===== src/inc/rbms_pkg.sv =====
// Constants, encodings and register map of the rod bank motion supervisor.
// Assumes a single 20 MHz plant clock shared by every user of this package.
package rbms_pkg;

	// ---------------------------------------------------------------
	// Timing
	// ---------------------------------------------------------------
	localparam int CLK_HZ       = 20_000_000;
	localparam int STEP_SEQ_MS  = 780;
	localparam int STEP_SEQ_CYC = STEP_SEQ_MS * (CLK_HZ / 1000);
	localparam int SEC_PER_MIN  = 60;
	// Rate accumulator wraps once per step at the demanded steps/minute
	localparam int STEP_ACC_LIM = SEC_PER_MIN * CLK_HZ;

	// ---------------------------------------------------------------
	// Speeds, travel and geometry
	// ---------------------------------------------------------------
	localparam logic [6:0] SPM_MAX   = 7'h48;
	localparam logic [6:0] SPM_MIN   = 7'h08;
	localparam logic [6:0] RATE_RST  = 7'h30;
	localparam logic [7:0] TRAVEL    = 8'he4;
	localparam logic [7:0] OVL_LIMIT = 8'h72;
	localparam logic [7:0] OVL_RST   = 8'h64;
	localparam int         NGRP      = 8;
	localparam int         NCAB      = 2;
	localparam int         NDET      = 5;
	localparam int         DET_MUX   = 3;
	localparam int         SYW       = 17 + NCAB * NDET;

	// ---------------------------------------------------------------
	// Register map
	// ---------------------------------------------------------------
	localparam logic [7:0] ADR_OVL  = 8'h00;
	localparam logic [7:0] ADR_RATE = 8'h04;
	localparam logic [7:0] ADR_STAT = 8'h08;
	localparam logic [7:0] ADR_POS  = 8'h10;
	localparam logic [7:0] ADR_END  = 8'h30;
	localparam int         ST_REJ   = 8;
	localparam logic [1:0] RESP_OK  = 2'h0;
	localparam logic [1:0] RESP_ERR = 2'h2;

	// ---------------------------------------------------------------
	// Encodings
	// ---------------------------------------------------------------
	typedef enum logic [1:0] {
		MODE_AUTO = 2'b00,
		MODE_MAN  = 2'b01,
		MODE_BANK = 2'b10
	} rbms_mode_type;

	typedef enum logic [1:0] {
		DIR_HOLD = 2'b00,
		DIR_OUT  = 2'b01,
		DIR_IN   = 2'b10
	} rbms_dir_type;

	typedef enum logic [2:0] {
		CY_IDLE = 3'b000,
		CY_GRIP = 3'b001,
		CY_LIFT = 3'b010,
		CY_XFER = 3'b011,
		CY_RELS = 3'b100
	} rbms_cy_type;

endpackage : rbms_pkg


===== src/rtl/rbms_cycler.sv =====
// Slave cycler: runs one fixed-length coil sequence per start pulse.
// Assumes start_i only while busy_o is low; abort_i ends a step at once.
`timescale 1ns/1ps
module rbms_cycler import rbms_pkg::*; #(
	parameter int SEQ_CYC = STEP_SEQ_CYC
) (
	input  wire logic clk_i,
	input  wire logic rstn_i,
	input  wire logic start_i,
	input  wire logic out_i,
	input  wire logic abort_i,
	output logic      busy_o,
	output logic      done_o,
	output logic      lift_o,
	output logic      mov_o,
	output logic      stat_o
);

	localparam int          QTR    = (SEQ_CYC / 4 > 0) ? SEQ_CYC / 4 : 1;
	localparam logic [23:0] QTR_M1 = 24'(QTR - 1);

	rbms_cy_type st;
	rbms_cy_type next_st;
	logic [23:0] cnt;
	logic        out_q;

	always_comb begin
		case (st)
			CY_GRIP: next_st = CY_LIFT;
			CY_LIFT: next_st = CY_XFER;
			CY_XFER: next_st = CY_RELS;
			default: next_st = CY_IDLE;
		endcase
	end

	always_ff @(posedge clk_i or negedge rstn_i) begin
		if (!rstn_i) begin
			st    <= CY_IDLE;
			cnt   <= 24'h000000;
			out_q <= 1'b0;
		end else if (abort_i) begin
			st  <= CY_IDLE;
			cnt <= 24'h000000;
		end else if (st == CY_IDLE) begin
			if (start_i) begin
				st    <= CY_GRIP;
				out_q <= out_i;
			end
		end else if (cnt == QTR_M1) begin
			cnt <= 24'h000000;
			st  <= next_st;
		end else begin
			cnt <= cnt + 24'h000001;
		end
	end

	always_ff @(posedge clk_i or negedge rstn_i) begin
		if (!rstn_i) begin
			done_o <= 1'b0;
		end else begin
			done_o <= (st == CY_RELS) && (cnt == QTR_M1) && !abort_i;
		end
	end

	// Insertion raises the latch while gripping, withdrawal after
	assign busy_o = (st != CY_IDLE);
	assign lift_o = out_q ? (st == CY_LIFT) : (st == CY_GRIP);
	assign mov_o  = (st == CY_GRIP) || (st == CY_LIFT) || (st == CY_XFER);
	assign stat_o = (st != CY_LIFT);

endmodule : rbms_cycler


===== src/rtl/rbms_supervisor.sv =====
// Rod bank motion supervisor: command buffer, bank sequencing, rate
// limit, urgent alarm handling and coil drive, with an AXI4-Lite slave.
// Assumes all lever, demand and detector pins are asynchronous.
//
// Summary of operation
// - lever acts only with selector in manual or individual bank.
// - in automatic, only automatic demands move rods; lever ignored.
// - step needs selector state and non-hold lever (automatic demand in automatic) together.
// - overlap and bank order enforced in automatic and manual.
// - every motion command is latched in a buffer before stepping.
// - while moving, out-of-sequence commands are refused, not stored.
// - on command change, running step finishes, then motion stops.
// - multiplexing failure detector stops withdrawal and insertion.
// - input module fault raises the logic urgent alarm.
// - any cabinet urgent alarm halts all sequenced motion.
// - on cabinet alarm lift off, grippers at reduced current.
// - cabinet alarm lights panel lamp and plant annunciator.
// - cabinet alarm is OR of five failure detectors.
// - stepping rate never exceeds 72 steps per minute.
// - each step is a fixed 780 ms sequence, paced by pulser.
// - one group at a time per cabinet gets coil drive.
// - automatic speed spans 8 to 72 steps/min by error size.
// - groups of a bank alternate, never more than one step apart.
// - withdraw A to D, insert D to A, next at overlap point.
// - overlap from 0 up to under half travel, one-step exact.
//
// Implementation choices: register access over AXI4-Lite and the register addresses.
`timescale 1ns/1ps
module rbms_supervisor import rbms_pkg::*; #(
	parameter int SEQ_CYC = STEP_SEQ_CYC,
	parameter int ACC_LIM = STEP_ACC_LIM
) (
	input  wire logic                   clk_i,
	input  wire logic                   rstn_i,
	input  wire logic [7:0]             s_axi_awaddr_i,
	input  wire logic                   s_axi_awvalid_i,
	output logic                        s_axi_awready_o,
	input  wire logic [31:0]            s_axi_wdata_i,
	input  wire logic [3:0]             s_axi_wstrb_i,
	input  wire logic                   s_axi_wvalid_i,
	output logic                        s_axi_wready_o,
	output logic [1:0]                  s_axi_bresp_o,
	output logic                        s_axi_bvalid_o,
	input  wire logic                   s_axi_bready_i,
	input  wire logic [7:0]             s_axi_araddr_i,
	input  wire logic                   s_axi_arvalid_i,
	output logic                        s_axi_arready_o,
	output logic [31:0]                 s_axi_rdata_o,
	output logic [1:0]                  s_axi_rresp_o,
	output logic                        s_axi_rvalid_o,
	input  wire logic                   s_axi_rready_i,
	input  wire logic                   lever_in_i,
	input  wire logic                   lever_out_i,
	input  wire logic [2:0]             bank_sel_i,
	input  wire logic                   auto_in_i,
	input  wire logic                   auto_out_i,
	input  wire logic [7:0]             auto_err_i,
	input  wire logic                   io_fault_i,
	input  wire logic                   op_reset_i,
	input  wire logic [NCAB*NDET-1:0]   cab_det_i,
	output logic                        step_o,
	output logic [2:0]                  step_group_o,
	output logic                        step_dir_o,
	output logic [NGRP-1:0]             lift_o,
	output logic [NGRP-1:0]             mov_o,
	output logic [NGRP-1:0]             stat_o,
	output logic [NCAB-1:0]             reduced_o,
	output logic [NCAB-1:0]             cab_lamp_o,
	output logic                        annunc_o,
	output logic                        logic_urgent_o
);

	// ---------------------------------------------------------------
	// Pin synchronisers
	// ---------------------------------------------------------------
	logic [SYW-1:0]       sy1;
	logic [SYW-1:0]       sy2;
	logic                 lev_in;
	logic                 lev_out;
	logic [2:0]           sel;
	logic                 a_in;
	logic                 a_out;
	logic [7:0]           a_err;
	logic                 io_flt;
	logic                 op_rst;
	logic [NCAB*NDET-1:0] det;

	always_ff @(posedge clk_i or negedge rstn_i) begin
		if (!rstn_i) begin
			sy1 <= '0;
			sy2 <= '0;
		end else begin
			sy1 <= {lever_in_i, lever_out_i, bank_sel_i, auto_in_i,
				auto_out_i, auto_err_i, io_fault_i, op_reset_i, cab_det_i};
			sy2 <= sy1;
		end
	end

	assign {lev_in, lev_out, sel, a_in, a_out, a_err, io_flt, op_rst,
		det} = sy2;

	// ---------------------------------------------------------------
	// Command forming
	// ---------------------------------------------------------------
	rbms_mode_type in_mode;
	rbms_dir_type  in_dir;
	rbms_dir_type  lev_dir;
	rbms_dir_type  auto_dir;

	assign lev_dir  = (lev_out && !lev_in) ? DIR_OUT :
		(lev_in && !lev_out) ? DIR_IN : DIR_HOLD;
	assign auto_dir = (a_out && !a_in) ? DIR_OUT :
		(a_in && !a_out) ? DIR_IN : DIR_HOLD;
	assign in_mode  = sel[2] ? MODE_BANK : sel[0] ? MODE_MAN : MODE_AUTO;
	assign in_dir   = (in_mode == MODE_AUTO) ? auto_dir : lev_dir;

	// ---------------------------------------------------------------
	// Urgent alarms
	// ---------------------------------------------------------------
	logic [NCAB-1:0] cab_urg;
	logic [NCAB-1:0] pc_lat;
	logic            logic_lat;
	logic            mux_stop;
	logic            halt;

	genvar c;
	generate
		for (c = 0; c < NCAB; c++) begin : g_cab
			assign cab_urg[c] = |det[c*NDET +: NDET];
			always_ff @(posedge clk_i or negedge rstn_i) begin
				if (!rstn_i) begin
					pc_lat[c] <= 1'b0;
				end else if (cab_urg[c]) begin
					pc_lat[c] <= 1'b1;
				end else if (op_rst) begin
					pc_lat[c] <= 1'b0;
				end
			end
		end
	endgenerate

	always_ff @(posedge clk_i or negedge rstn_i) begin
		if (!rstn_i) begin
			logic_lat <= 1'b0;
		end else if (io_flt) begin
			logic_lat <= 1'b1;
		end else if (op_rst) begin
			logic_lat <= 1'b0;
		end
	end

	always_comb begin
		mux_stop = 1'b0;
		for (int i = 0; i < NCAB; i++) begin
			mux_stop = mux_stop | det[i*NDET + DET_MUX];
		end
	end

	assign halt = (|pc_lat) | (|cab_urg) | logic_lat | io_flt | mux_stop;

	// ---------------------------------------------------------------
	// Command buffer
	// ---------------------------------------------------------------
	rbms_mode_type cmd_mode;
	rbms_dir_type  cmd_dir;
	logic [1:0]    cmd_bank;
	logic          armed;
	logic          stop_pend;
	logic          reject_set;
	logic          moving;
	logic          in_diff;
	logic          cy_busy;

	assign moving  = (cmd_dir != DIR_HOLD);
	assign in_diff = {in_mode, in_dir, sel[1:0]} !=
		{cmd_mode, cmd_dir, cmd_bank};

	always_ff @(posedge clk_i or negedge rstn_i) begin
		if (!rstn_i) begin
			cmd_mode   <= MODE_AUTO;
			cmd_dir    <= DIR_HOLD;
			cmd_bank   <= 2'h0;
			armed      <= 1'b0;
			stop_pend  <= 1'b0;
			reject_set <= 1'b0;
		end else begin
			reject_set <= 1'b0;
			if (in_dir == DIR_HOLD) begin
				armed <= 1'b1;
			end
			if (halt) begin
				cmd_dir   <= DIR_HOLD;
				stop_pend <= 1'b0;
			end else if (stop_pend) begin
				if (!cy_busy) begin
					cmd_dir   <= DIR_HOLD;
					stop_pend <= 1'b0;
				end
			end else if (armed && in_diff) begin
				if (!moving) begin
					cmd_mode <= in_mode;
					cmd_dir  <= in_dir;
					cmd_bank <= sel[1:0];
				end else if (in_dir == DIR_HOLD) begin
					stop_pend <= 1'b1;
				end else begin
					reject_set <= 1'b1;
				end
			end
		end
	end

	// ---------------------------------------------------------------
	// Bank sequencing
	// ---------------------------------------------------------------
	logic [7:0] pos [NGRP];
	logic [7:0] ovl;
	logic [7:0] thr;
	logic [1:0] b_first;
	logic [1:0] b_sec;
	logic       pair;
	logic       up;
	logic       alt;
	logic [2:0] ga;
	logic [2:0] gb;
	logic       can_a;
	logic       can_b;
	logic [2:0] g_pick;
	logic       g_ok;

	function automatic logic lag(input logic [7:0] p0,
		input logic [7:0] p1, input logic dir_up);
		lag = dir_up ? (p1 < p0) : (p1 > p0);
	endfunction : lag

	function automatic logic room(input logic [7:0] p,
		input logic dir_up);
		room = dir_up ? (p != TRAVEL) : (p != 8'h00);
	endfunction : room

	assign up  = (cmd_dir == DIR_OUT);
	assign thr = TRAVEL - ovl;

	always_comb begin
		b_first = 2'h0;
		b_sec   = 2'h0;
		pair    = 1'b0;
		if (cmd_mode == MODE_BANK) begin
			b_first = cmd_bank;
		end else if (up) begin
			for (int b = 3; b >= 0; b--) begin
				if (pos[2*b] != TRAVEL || pos[2*b+1] != TRAVEL) begin
					b_first = 2'(b);
				end
			end
			pair  = (b_first != 2'h3) && (pos[{b_first, 1'b0}] >= thr);
			b_sec = b_first + 2'h1;
		end else begin
			for (int b = 0; b < 4; b++) begin
				if (pos[2*b] != 8'h00 || pos[2*b+1] != 8'h00) begin
					b_first = 2'(b);
				end
			end
			pair  = (b_first != 2'h0) && (pos[{b_first, 1'b0}] <= ovl);
			b_sec = b_first - 2'h1;
		end
	end

	assign ga     = {b_first, lag(pos[{b_first, 1'b0}],
		pos[{b_first, 1'b1}], up)};
	assign gb     = {b_sec, lag(pos[{b_sec, 1'b0}],
		pos[{b_sec, 1'b1}], up)};
	assign can_a  = room(pos[ga], up);
	assign can_b  = pair && room(pos[gb], up);
	assign g_pick = ((alt && can_b) || !can_a) ? gb : ga;
	assign g_ok   = can_a || can_b;

	// ---------------------------------------------------------------
	// Rate pacing and stepping
	// ---------------------------------------------------------------
	logic [6:0]  man_rate;
	logic [14:0] err_prod;
	logic [6:0]  spm_raw;
	logic [6:0]  spm;
	logic [31:0] acc;
	logic        fire;
	logic        cy_done;
	logic        cy_lift;
	logic        cy_mov;
	logic        cy_stat;

	assign err_prod = {7'h00, a_err} * 15'h0041;
	assign spm_raw  = (cmd_mode == MODE_AUTO) ?
		SPM_MIN + err_prod[14:8] : man_rate;
	assign spm      = (spm_raw > SPM_MAX) ? SPM_MAX : spm_raw;

	// Never in the done cycle: positions settle one edge later
	// next step waits both pulser and sequence
	assign fire = moving && !halt && !stop_pend && !cy_busy && !cy_done &&
		g_ok && (acc >= 32'(ACC_LIM));

	always_ff @(posedge clk_i or negedge rstn_i) begin
		if (!rstn_i) begin
			acc <= 32'h00000000;
		end else if (!moving || halt) begin
			acc <= 32'h00000000;
		end else if (fire) begin
			acc <= acc - 32'(ACC_LIM);
		end else if (acc < 32'(ACC_LIM)) begin
			acc <= acc + {25'h0000000, spm};
		end
	end

	always_ff @(posedge clk_i or negedge rstn_i) begin
		if (!rstn_i) begin
			step_o       <= 1'b0;
			step_group_o <= 3'h0;
			step_dir_o   <= 1'b0;
			alt          <= 1'b0;
		end else begin
			step_o <= fire;
			if (fire) begin
				step_group_o <= g_pick;
				step_dir_o   <= up;
				alt          <= ~alt;
			end
		end
	end

	always_ff @(posedge clk_i or negedge rstn_i) begin
		if (!rstn_i) begin
			for (int i = 0; i < NGRP; i++) begin
				pos[i] <= 8'h00;
			end
		end else if (cy_done) begin
			pos[step_group_o] <= step_dir_o ?
				pos[step_group_o] + 8'h01 : pos[step_group_o] - 8'h01;
		end
	end

	rbms_cycler #(
		.SEQ_CYC (SEQ_CYC)
	) u_cycler (
		.clk_i   (clk_i),
		.rstn_i  (rstn_i),
		.start_i (step_o),
		.out_i   (step_dir_o),
		.abort_i (halt),
		.busy_o  (cy_busy),
		.done_o  (cy_done),
		.lift_o  (cy_lift),
		.mov_o   (cy_mov),
		.stat_o  (cy_stat)
	);

	// ---------------------------------------------------------------
	// Coil drive
	// ---------------------------------------------------------------
	genvar g;
	generate
		for (g = 0; g < NGRP; g++) begin : g_coil
			logic here;
			logic urg;
			assign here = (step_group_o == 3'(g));
			assign urg  = pc_lat[g/4] | cab_urg[g/4];
			always_ff @(posedge clk_i or negedge rstn_i) begin
				if (!rstn_i) begin
					lift_o[g] <= 1'b0;
					mov_o[g]  <= 1'b0;
					stat_o[g] <= 1'b1;
				end else if (urg) begin
					lift_o[g] <= 1'b0;
					mov_o[g]  <= here;
					stat_o[g] <= 1'b1;
				end else begin
					lift_o[g] <= here && cy_busy && cy_lift;
					mov_o[g]  <= here && cy_busy && cy_mov;
					stat_o[g] <= !(here && cy_busy) || cy_stat;
				end
			end
		end
	endgenerate

	always_ff @(posedge clk_i or negedge rstn_i) begin
		if (!rstn_i) begin
			reduced_o      <= '0;
			cab_lamp_o     <= '0;
			annunc_o       <= 1'b0;
			logic_urgent_o <= 1'b0;
		end else begin
			reduced_o      <= pc_lat | cab_urg;
			cab_lamp_o     <= pc_lat | cab_urg;
			annunc_o       <= (|pc_lat) | (|cab_urg);
			logic_urgent_o <= logic_lat | io_flt;
		end
	end

	// ---------------------------------------------------------------
	// AXI4-Lite slave
	// ---------------------------------------------------------------
	logic        aw_full;
	logic        w_full;
	logic [7:0]  aw_addr;
	logic [31:0] w_data;
	logic [3:0]  w_strb;
	logic        wr_go;
	logic        rej;
	logic        rej_clr;
	logic [31:0] rd_word;
	logic        rd_err;
	logic [2:0]  pidx;

	assign s_axi_awready_o = !aw_full && !s_axi_bvalid_o;
	assign s_axi_wready_o  = !w_full && !s_axi_bvalid_o;
	assign s_axi_arready_o = !s_axi_rvalid_o;
	assign wr_go   = aw_full && w_full;
	assign rej_clr = wr_go && (aw_addr == ADR_STAT) && w_strb[1] &&
		w_data[ST_REJ];

	always_ff @(posedge clk_i or negedge rstn_i) begin
		if (!rstn_i) begin
			aw_full        <= 1'b0;
			w_full         <= 1'b0;
			aw_addr        <= 8'h00;
			w_data         <= 32'h00000000;
			w_strb         <= 4'h0;
			s_axi_bvalid_o <= 1'b0;
			s_axi_bresp_o  <= RESP_OK;
		end else begin
			if (s_axi_awvalid_i && s_axi_awready_o) begin
				aw_full <= 1'b1;
				aw_addr <= s_axi_awaddr_i;
			end
			if (s_axi_wvalid_i && s_axi_wready_o) begin
				w_full <= 1'b1;
				w_data <= s_axi_wdata_i;
				w_strb <= s_axi_wstrb_i;
			end
			if (wr_go) begin
				aw_full        <= 1'b0;
				w_full         <= 1'b0;
				s_axi_bvalid_o <= 1'b1;
				s_axi_bresp_o  <= (aw_addr == ADR_OVL ||
					aw_addr == ADR_RATE || aw_addr == ADR_STAT) ?
					RESP_OK : RESP_ERR;
			end else if (s_axi_bready_i) begin
				s_axi_bvalid_o <= 1'b0;
			end
		end
	end

	always_ff @(posedge clk_i or negedge rstn_i) begin
		if (!rstn_i) begin
			ovl      <= OVL_RST;
			man_rate <= RATE_RST;
		end else if (wr_go && w_strb[0]) begin
			if (aw_addr == ADR_OVL) begin
				ovl <= (w_data[7:0] >= OVL_LIMIT) ?
					OVL_LIMIT - 8'h01 : w_data[7:0];
			end
			if (aw_addr == ADR_RATE) begin
				man_rate <= w_data[6:0];
			end
		end
	end

	// Set wins over a same-cycle clear
	always_ff @(posedge clk_i or negedge rstn_i) begin
		if (!rstn_i) begin
			rej <= 1'b0;
		end else if (reject_set) begin
			rej <= 1'b1;
		end else if (rej_clr) begin
			rej <= 1'b0;
		end
	end

	assign pidx = 3'(s_axi_araddr_i[5:2] - 4'h4);

	always_comb begin
		rd_word = 32'h00000000;
		rd_err  = 1'b0;
		case (s_axi_araddr_i)
			ADR_OVL:  rd_word = {24'h000000, ovl};
			ADR_RATE: rd_word = {25'h0000000, man_rate};
			ADR_STAT: rd_word = {19'h00000, armed, logic_lat, pc_lat, rej,
				stop_pend, cy_busy, cmd_bank, cmd_mode, cmd_dir};
			default: begin
				if (s_axi_araddr_i >= ADR_POS && s_axi_araddr_i < ADR_END) begin
					rd_word = {24'h000000, pos[pidx]};
				end else begin
					rd_err = 1'b1;
				end
			end
		endcase
	end

	always_ff @(posedge clk_i or negedge rstn_i) begin
		if (!rstn_i) begin
			s_axi_rvalid_o <= 1'b0;
			s_axi_rdata_o  <= 32'h00000000;
			s_axi_rresp_o  <= RESP_OK;
		end else if (s_axi_arvalid_i && s_axi_arready_o) begin
			s_axi_rvalid_o <= 1'b1;
			s_axi_rdata_o  <= rd_word;
			s_axi_rresp_o  <= rd_err ? RESP_ERR : RESP_OK;
		end else if (s_axi_rready_i) begin
			s_axi_rvalid_o <= 1'b0;
		end
	end

endmodule : rbms_supervisor


===== config.mk =====
export PLATFORM = sky130hd
export DESIGN_NAME = rbms_supervisor
export DESIGN_NICKNAME = d
export VERILOG_FILES = /design/src/inc/rbms_pkg.sv /design/src/rtl/rbms_cycler.sv /design/src/rtl/rbms_supervisor.sv
export SDC_FILE = /design/constraint.sdc
export NUM_CORES = 1
export LEC_CHECK = 0
export ABC_AREA = 1
export BUFFER_PORTS_ARGS = -buffer_cell sky130_fd_sc_hd__buf_2
export CAP_MARGIN = 15
export CORE_UTILIZATION = 40
export DETAILED_ROUTE_END_ITERATION = 16
export SLEW_MARGIN = 20
export SYNTH_ARGS = -nofsm -noshare
export SYNTH_HDL_FRONTEND = slang
export SYNTH_SLANG_ARGS = --single-unit

===== constraint.sdc =====
create_clock -name clk_i -period 10.35 [get_ports clk_i]
set_input_delay 0.5175 -clock clk_i [delete_from_list [all_inputs] [get_ports clk_i]]
set_output_delay 0.5175 -clock clk_i [all_outputs]
set_load 0.02 [all_outputs]

Word level (Yosys, flattened, before mapping)
Cells that the tools add are included.
Widths: inputs -> output; s select.
- equal/unequal tests: 35
- multipliers: 1
- bitwise logic cells: 23
- order comparisons: 23
- reductions and logical operators: 137
- mux-type cells: 138
- add/subtract/negate cells: 10
- operators with widths (cell ; count):
    $bmux 8 s3 ; 10
    $mux 8 ; 24
    $mux 32 ; 3
    $ne 8x8->1 const B ; 10
    $mux 24 ; 3
    $bwmux 64 ; 1
    $reduce_bool 8->1 ; 8
    $mux 1 ; 60
    $mux 2 ; 27
    $logic_and 1x1->1 ; 53
    $ge 4x4->1 const B ; 10
    $not 3->4 ; 10
    $pmux 13 s3 ; 1
    $add 32x7->32 ; 1
    $ge 32x31->1 const B ; 1
    $lt 32x31->1 const B ; 1
    $sub 32x31->32 const B ; 1
    $add 24x1->24 const B ; 1
    $demux 8 s3 ; 1
    $eq 24x22->1 const B ; 1
    $logic_not 1->1 ; 22
    $logic_or 1x1->1 ; 22
    $reduce_bool 2->1 ; 10
    $eq 8x3->1 const B ; 2
    other kinds (44) ; 84
- output and inout bits: 76
- flip-flop bits (word level): 300
- word-level logic and storage cells: 435

Logic depth before layout (Yosys ltp)
Gate-level depths: netlist of run 1.
- depth after elaboration: 29
- gate-level depth with buffers: 46
- gate-level depth less buffers: 43

By module
A second synthesis of run 1 with hierarchy kept.
- cell total of the unflattened synthesis: 2561
- area total of the unflattened synthesis: 18320.1 um^2
- by module, submodules not included (module ; instances ; sequential area each (um^2) ; area each (um^2) ; cells each):
    rbms_supervisor ; 1 ; 6272.3 ; 16425.8 ; 2275
    rbms_cycler ; 1 ; 725.7 ; 1894.3 ; 286

Worst setup path after synthesis of run 1
No wires, ideal clock.
- path type: register -> register
- from: register pos[4] in the netlist's numbering
- to: register acc[30]
- cell stages (with the launch flop): 40
- setup time: 113 ps
- slack: 5078 ps
- arrival: 5159 ps
- clock period less this slack: 5272 ps
- required time: 10237 ps
- cells stage by stage: dfrtp_1 > buf_6 > nor2_2 > nand2_2 > nor2_4 > nand2_1 > nand2_1 > nand2_1 > nand2_1 > clkbuf_1 > inv_1 > ha_1 > o211ai_2 > clkbuf_1 > clkbuf_1 > a21oi_1 > a22oi_1 > ha_1 > (+4 left out) > nand2_1 > buf_4 > buf_2 > o21ai_0 > nand2_1 > nand3_1 > nand3_1 > nor2_1 > nand2_1 > nand3_2 > nand3_4 > nand2_4 > nand3_4 > inv_2 > buf_6 > nand2_1 > nand2_1 > inv_1
- cells in the longest elaborated chain, start to end: 29
- RTL lines (item ; RTL line ; RTL):
    from (decl) ; rbms_supervisor.sv:216 ; logic [7:0] pos [NGRP];
    from (signal, indexed assignment) ; rbms_supervisor.sv:336 ; pos[step_group_o] <= step_dir_o ?
    $ne 8x8->1 ; rbms_supervisor.sv:252 ; if (pos[2*b] != TRAVEL || pos[2*b+1] != TRAVEL) begin
    $logic_or 1x1->1 ; rbms_supervisor.sv:252 ;
    $mux 2 (4 in a row) ; rbms_supervisor.sv:252 ;
    $mux 2 ; rbms_supervisor.sv:250 ; end else if (up) begin
    $mux 2 ; rbms_supervisor.sv:248 ; if (cmd_mode == MODE_BANK) begin
    $add 2x1->2 ; rbms_supervisor.sv:257 ; b_sec = b_first + 2'h1;
    $mux 2 ; rbms_supervisor.sv:250 ;
    $mux 2 ; rbms_supervisor.sv:248 ;
    (+10 left out) ; n/a ;
    $ne 8x8->1 or $reduce_bool 8->1 (tied branches) ; rbms_supervisor.sv:238 ; room = dir_up ? (p != TRAVEL) : (p != 8'h00);
    $mux 1 ; rbms_supervisor.sv:238 ;
    $logic_and 1x1->1 ; rbms_supervisor.sv:274 ; assign can_b = pair && room(pos[gb], up);
    $logic_or 1x1->1 (*) ; rbms_supervisor.sv:276 ; assign g_ok = can_a || can_b;
    $logic_and 1x1->1 (*) ; rbms_supervisor.sv:299 ; assign fire = moving && !halt && !stop_pend && !cy_busy && !cy_done &&
    $logic_and 1x1->1 (*) ; rbms_supervisor.sv:300 ; g_ok && (acc >= 32'(ACC_LIM));
    $mux 32 ; rbms_supervisor.sv:307 ; end else if (fire) begin
    $mux 32 ; rbms_supervisor.sv:305 ; end else if (!moving || halt) begin
    to (signal assigned) ; rbms_supervisor.sv:308 ; acc <= acc - 32'(ACC_LIM);
    to (signal assigned) ; rbms_supervisor.sv:310 ; acc <= acc + {25'h0000000, spm};
    to (decl) ; rbms_supervisor.sv:285 ; logic [31:0] acc;
Mark *: on every way between the ends. The rest lies on a longest branch, timed or not. The select of a mux whose other input is x is not followed.
A chain may end at the register's enable or synchronous reset.

Worst setup path in the final report of run 1
- from: register pos[24] in the netlist's numbering
- to: register acc[22]
- cells in the longest elaborated chain, start to end: 28
- RTL lines (item ; RTL line):
    $ne 8x8->1 ; rbms_supervisor.sv:252
    $logic_or 1x1->1 ; rbms_supervisor.sv:252
    $mux 2 (3 in a row) ; rbms_supervisor.sv:252
    $mux 2 ; rbms_supervisor.sv:250
    $mux 2 ; rbms_supervisor.sv:248
    $add 2x1->2 ; rbms_supervisor.sv:257
    $mux 2 ; rbms_supervisor.sv:250
    $mux 2 ; rbms_supervisor.sv:248
    (+10 left out) ; n/a
    $ne 8x8->1 or $reduce_bool 8->1 (tied branches) ; rbms_supervisor.sv:238
    $mux 1 ; rbms_supervisor.sv:238
    $logic_and 1x1->1 ; rbms_supervisor.sv:274
    $logic_or 1x1->1 (*) ; rbms_supervisor.sv:276
    $logic_and 1x1->1 (*) ; rbms_supervisor.sv:299
    $logic_and 1x1->1 (*) ; rbms_supervisor.sv:300
    $mux 32 ; rbms_supervisor.sv:307
    $mux 32 ; rbms_supervisor.sv:305
Marks and branches as above.

==> flow_summary.ini, run 1 <==
[route]
remaining_drc_errors = 0
dr_total_vias = 17600
antenna_left = 0
dr.pass1.iters = 6
drt_iter0_markers = 1684
routedWlPerCell_um = 19.98
wl_um = 62880
vias_per_cell = 5.594

[grt]
grt_start_max_net_pins = 95
antenna_found_initial = 3
grt_usage_pct = 27.60
overflow = 0
grt_pass1_vias = 16670
grt_pass1_wl_um = 96400

[final_layout]
n_fill_cell = 4474
final_layout_size_suffix_gt1_share_pct = 10.58
num-nets-final = 2671
final_common_cell = nand2_1
fin_util_pct = 45.05
layout-area-overhead-vs-synth_pct = 11.05
mostFrequentLayoutCells = nand2_1, inv_1, dfrtp_1

[clocking]
clock_latency_ps = 570
cts_resized = 0
cts_tree = built
path_clk_slew_ps = 70
h-tree-depth = 1
cts.path.max_buffers = 3
cts_hold_buf = 1
cts.sinks = 279
numCtsBuffers = 30
post-cts-setup-buffers = 0
cts_root_buffer = clkbuf_16

[status]
status = finished, final reports clean

[floorplan]
die_area_um2 = 45700
fp.coreArea_um2 = 44220
io_pins = 162
initial_core_util_pct = 40.57
die_h_um = 213.8
chipWidth_um = 213.8
num_rows = 77

[setup_path]
crit_fanout = 42
slowest_stage = dfrtp_1
cp.required_ps = 10860
cp-start-kind = register
path_class = register to register
cp-end-kind = register
max_stage_delay_ps = 480
cp.arrival_ps = 8160
crit_top_cell = nand2_1
rr_worst_depth = 40

[power]
p_per_area_nw_per_um2 = 134.4
p_total_mw = 2.678
p_leak_nw = 9.363
peakVddDrop_uv = 171.3

[timing]
fin_crit_sh_pct = 73.92
whs_ps = 52.54
hold_viol = 0
setup_viol = 0
max_freq_mhz = 130.7
rsz0062_at_grt = false
maxSlewViolCount = 0
skew_ps = 12.91
min_period_ps = 7650
fin_tns_setup_ps = 0
slew_headroom_pct = 23.16
worst_pin_slew_ps = 1144

[flow_run]
drv_cap = 0

[place]
gp_congestion = 1.042
io_buffers = 115
hpwlAfterDp_um = 45890

[synthesis]
synthArstFlopShare_pct = 100.0
yosysTopAreaCellShare_pct = 37.10
synth-edff-count = 0
ys.flop_type = dfrtp_1
synthCells = 2471
syn_area_um2 = 17940
syn_area_per_cell_um2 = 7.260
yosysTopAreaCell = dfrtp_1
synth_area_leaders = dfrtp_1, nand2_1, o21ai_0, inv_1, a21oi_1
ys_warn_count = 0
ys_seq_area_share_pct = 39.01
ys_ff_latch = 279
synth.distinct_cells = 59

[min_path]
min_path_cells = 1
hold_path_class = input port to register
-- cells by family after synthesis --
| family | count (synthesis) | share of synthesized area (%) |
|---|---|---|
| simple gates | 1085 | 26.31 |
| fa+ha+maj | 56 | 4.031 |
| compound gates | 564 | 17.69 |
| xor+xnor | 48 | 2.343 |
| other cells | 1 | 0.02090 |
| mux | 9 | 0.5649 |
| flops | 279 | 39.01 |
| buf+inv | 429 | 10.04 |
-- sequential cells by signal (all words and copies together) (netlist names), 7 cells and up --
register,flops
mov_o,8
man_rate,7
ovl,8
pos,64
s_axi_rdata_o,13
u_cycler.cnt,24
lift_o,8
sy2,27
sy1,27
stat_o,8
acc,32
w_data,9
aw_addr,8
-- synth_stat cells (11+ instances only) --
cell	count
clkbuf_1	65
a31oi_1	16
dfrtp_1	266
inv_2	26
nor3_1	39
ha_1	53
nand2_2	11
a21oi_1	157
dfstp_2	13
o21ai_1	15
nor4_1	19
nand4_1	53
o22ai_1	23
buf_4	26
o21ai_0	259
a22oi_1	16
o211ai_1	15
nand3_1	141
buf_2	25
inv_1	270
nor2_1	204
nand2_1	576
xor2_1	40
-- final timing paths --
| check | start | to | slack, ps |
|---|---|---|---|
| max in group asynchronous | rstn_i | pos[63] | 7510 |
| min | bank_sel_i[0] | sy1[22] | 50 |
| max reg2reg | pos[24] | acc[22] | 2700 |
| max | pos[24] | acc[22] | 2700 |
| min in group asynchronous | rstn_i | acc[30] | 570 |
| min reg2reg | sy1[9] | sy2[9] | 350 |
-- layer usage --
metal / global-route usage [%] / vias to the layer above / share of wire (%)
met4: 9.631 / 0 / 3.3
met3: 3.852 / 126 / 8.2
met1: 39.05 / 8366 / 44
li1: - / 8316 / -
met5: 0 / - / 0
met2: 43.09 / 796 / 45
-- cell type report --
class | count | area, um2 | share of cell area, %
Multi-Input combinational cell | 1783 | 9224 | 46.30
Tap cell | 592 | 740.7 | 3.718
Clock inverter | 13 | 231.5 | 1.162
Antenna cell | 3 | 7.507 | 0.03768
Inverter | 303 | 1139 | 5.715
Clock buffer | 42 | 867.1 | 4.352
Sequential cell | 279 | 6998 | 35.13
Timing Repair Buffer | 132 | 715.7 | 3.592
-- worst max-delay path, delay by kind of cell (launching register included) --
family	cells	cell delay, ps
simple gates	27	3710
buf+inv	7	2040
compound gates	4	720
fa+ha+maj	2	580
flops	1	480
-- per-stage QoR --
stage	setup slack, ps	area, um2	instances
floorplan	5078	18010	2491
global placement	2966	18800	3088
CTS	2927	19910	3144
finish	2700	19920	3147
global route	2221	19920	3147
detailed placement	2948	18800	3088
-- where the power goes --
group	total (mW)	switching [mW]	internal, mW	leakage, nW
logic	0.276	0.183	0.0932	5.23
clock network	1.19	0.458	0.734	0.531
registers	1.21	0.0456	1.17	3.60
total	2.68	0.687	1.99	9.36
Power figures use the tool's default switching activity.
==> inputs of run 2 (changes only) <==
==> constraint.sdc (replaced) <==
create_clock -name clk_i -period 6.62 [get_ports clk_i]
set_input_delay 0.331 -clock clk_i [delete_from_list [all_inputs] [get_ports clk_i]]
set_output_delay 0.331 -clock clk_i [all_outputs]
set_load 0.02 [all_outputs]
==> run 2 against run 1 <==
  * Critical endpoint is now acc[17]
  * First-iteration DRC count rose by 1.2%
  * Clock skew rose by 4.5 ps
  * Via count up 2.1%
  * Largest power group is now the clock network
==> flow_summary.ini, run 2 (same netlist as run 1, synthesis figures left out) <==
[timing]
skew_ps = 17.45
fin_crit_sh_pct = 92.10
hold_viol = 0
setup_viol = 0
max_freq_mhz = 164.0
maxSlewViolCount = 0
worst_pin_slew_ps = 1105
slew_headroom_pct = 26.34
fin_tns_setup_ps = 0
min_period_ps = 6097
rsz0062_at_grt = false

[clocking]
cts_tree = built
cts_root_buffer = clkbuf_16
cts.path.max_buffers = 3
path_clk_slew_ps = 60
h-tree-depth = 1
clock_latency_ps = 590
post-cts-setup-buffers = 0
numCtsBuffers = 31
cts.sinks = 279

[final_layout]
final_layout_size_suffix_gt1_share_pct = 12.11
mostFrequentLayoutCells = nand2_1, inv_1, dfrtp_1
num-nets-final = 2754
antennaDiodeCount = 0
largest_register_ffs = 64
top_register = pos
fin_util_pct = 46.82
final_cells = 3227
layout-area-overhead-vs-synth_pct = 15.41
final_common_cell = nand2_1
top_regs = pos: 64 flops, acc: 32 flops

[setup_path]
slowest_stage = dfrtp_1
r2r_start = pos[32]
cp-end-kind = register
crit_top_cell = nand2_1
regToRegEndpoint = acc[17]
rr_worst_depth = 36
crit_fanout = 27
max_stage_delay_ps = 450
cp-start-kind = register
r2r_slack_ps = 520
cp.required_ps = 7140
crit_start = pos[32]
cp.arrival_ps = 6610
path_class = register to register

[grt]
overflow = 0
antenna_found_initial = 0
grt_start_max_net_pins = 168
grt_pass1_vias = 16940
grt_pass1_wl_um = 101600
grt_usage_pct = 29.44

[route]
wl_met1_um = 29310
wl_um = 66930
top_layer = met4
dr_total_vias = 17970
vias_per_cell = 5.568
dr_wl_met3_um = 5314
drt_iter0_markers = 1705
routed-wl-met2_um = 29250
antenna_left = 0
remaining_drc_errors = 0
routedWlPerCell_um = 20.74
dr.pass1.iters = 5

[floorplan]
chipWidth_um = 213.8
initial_core_util_pct = 40.57
die_area_um2 = 45700
die_h_um = 213.8
num_rows = 77
fp.coreArea_um2 = 44220
io_pins = 162

[min_path]
hold_end = w_data[7]
min_path_cells = 2
min_from = s_axi_wdata_i[7]
hold_path_class = input port to register

[flow_run]
drv_cap = 0

[place]
io_buffers = 115
hpwlAfterDp_um = 48500
gp_congestion = 1.065
place_inst = 3132

[power]
p_total_mw = 4.267
p_leak_nw = 9.749
peakVddDrop_uv = 226.5
p_per_area_nw_per_um2 = 206.1

[status]
status = finished, final reports clean
run 2: area by class of cell:
cell class                      instances  area [um2]
Tap cell                              592       740.7
Clock inverter                         18       282.8
Timing Repair Buffer                  214        1476
Inverter                              303        1142
Sequential cell                       279        6998
Multi-Input combinational cell       1783        9223
Fill cell                            4386       23520
Clock buffer                           38       842.1
run 2: power breakdown:
part | internal, mW | switching (mW)
clock network | 1.17 | 0.744
logic | 0.161 | 0.295
registers | 1.82 | 0.0734
total | 3.15 | 1.11
run 2: what timing repair did:
action,in CTS,in global routing
hold buffers,39,0
hold endpoints to repair,146,0
setup endpoints to repair,0,3
gates resized for setup,0,2
run 2: routing by layer:
layer / GRT usage [%] / vias to the layer above
met5: 0 / -
li1: - / 8483
met1: 40.96 / 8549
met3: 4.540 / 172
met2: 45.52 / 764
met4: 12.29 / 0
run 2: critical path, delay by kind of cell, from the launching register on:
kind	cells	cell delay [ps]
AND/OR/NAND/NOR	25	3370
buffers and inverters	5	1010
AO/OA/AOI/OAI	5	910
flip-flops	1	450
adder cells (fa/ha/maj)	1	260
run 2: per-stage QoR:
| step | hold WS (ps) | setup slack, ps | area, um2 |
|---|---|---|---|
| after CTS | 3.391 | 570.1 | 20690 |
| after global routing | 19.94 | 1.856 | 20700 |
| final | 21.07 | 522.9 | 20700 |
| after floorplan | 35.41 | 1348 | 18010 |
| after detailed placement | 334.7 | 592.0 | 19180 |
| after global placement | 332.8 | 644.9 | 19180 |
run 2: how the worst max path moves through the flow:
stage               to  cells after the start
5_1_grt        acc[28]                     33
6_report       acc[17]                     36
3_5_place_dp   acc[17]                     36
3_3_place_gp   acc[17]                     36
4_1_cts        acc[17]                     36
2_1_floorplan  acc[30]                     39
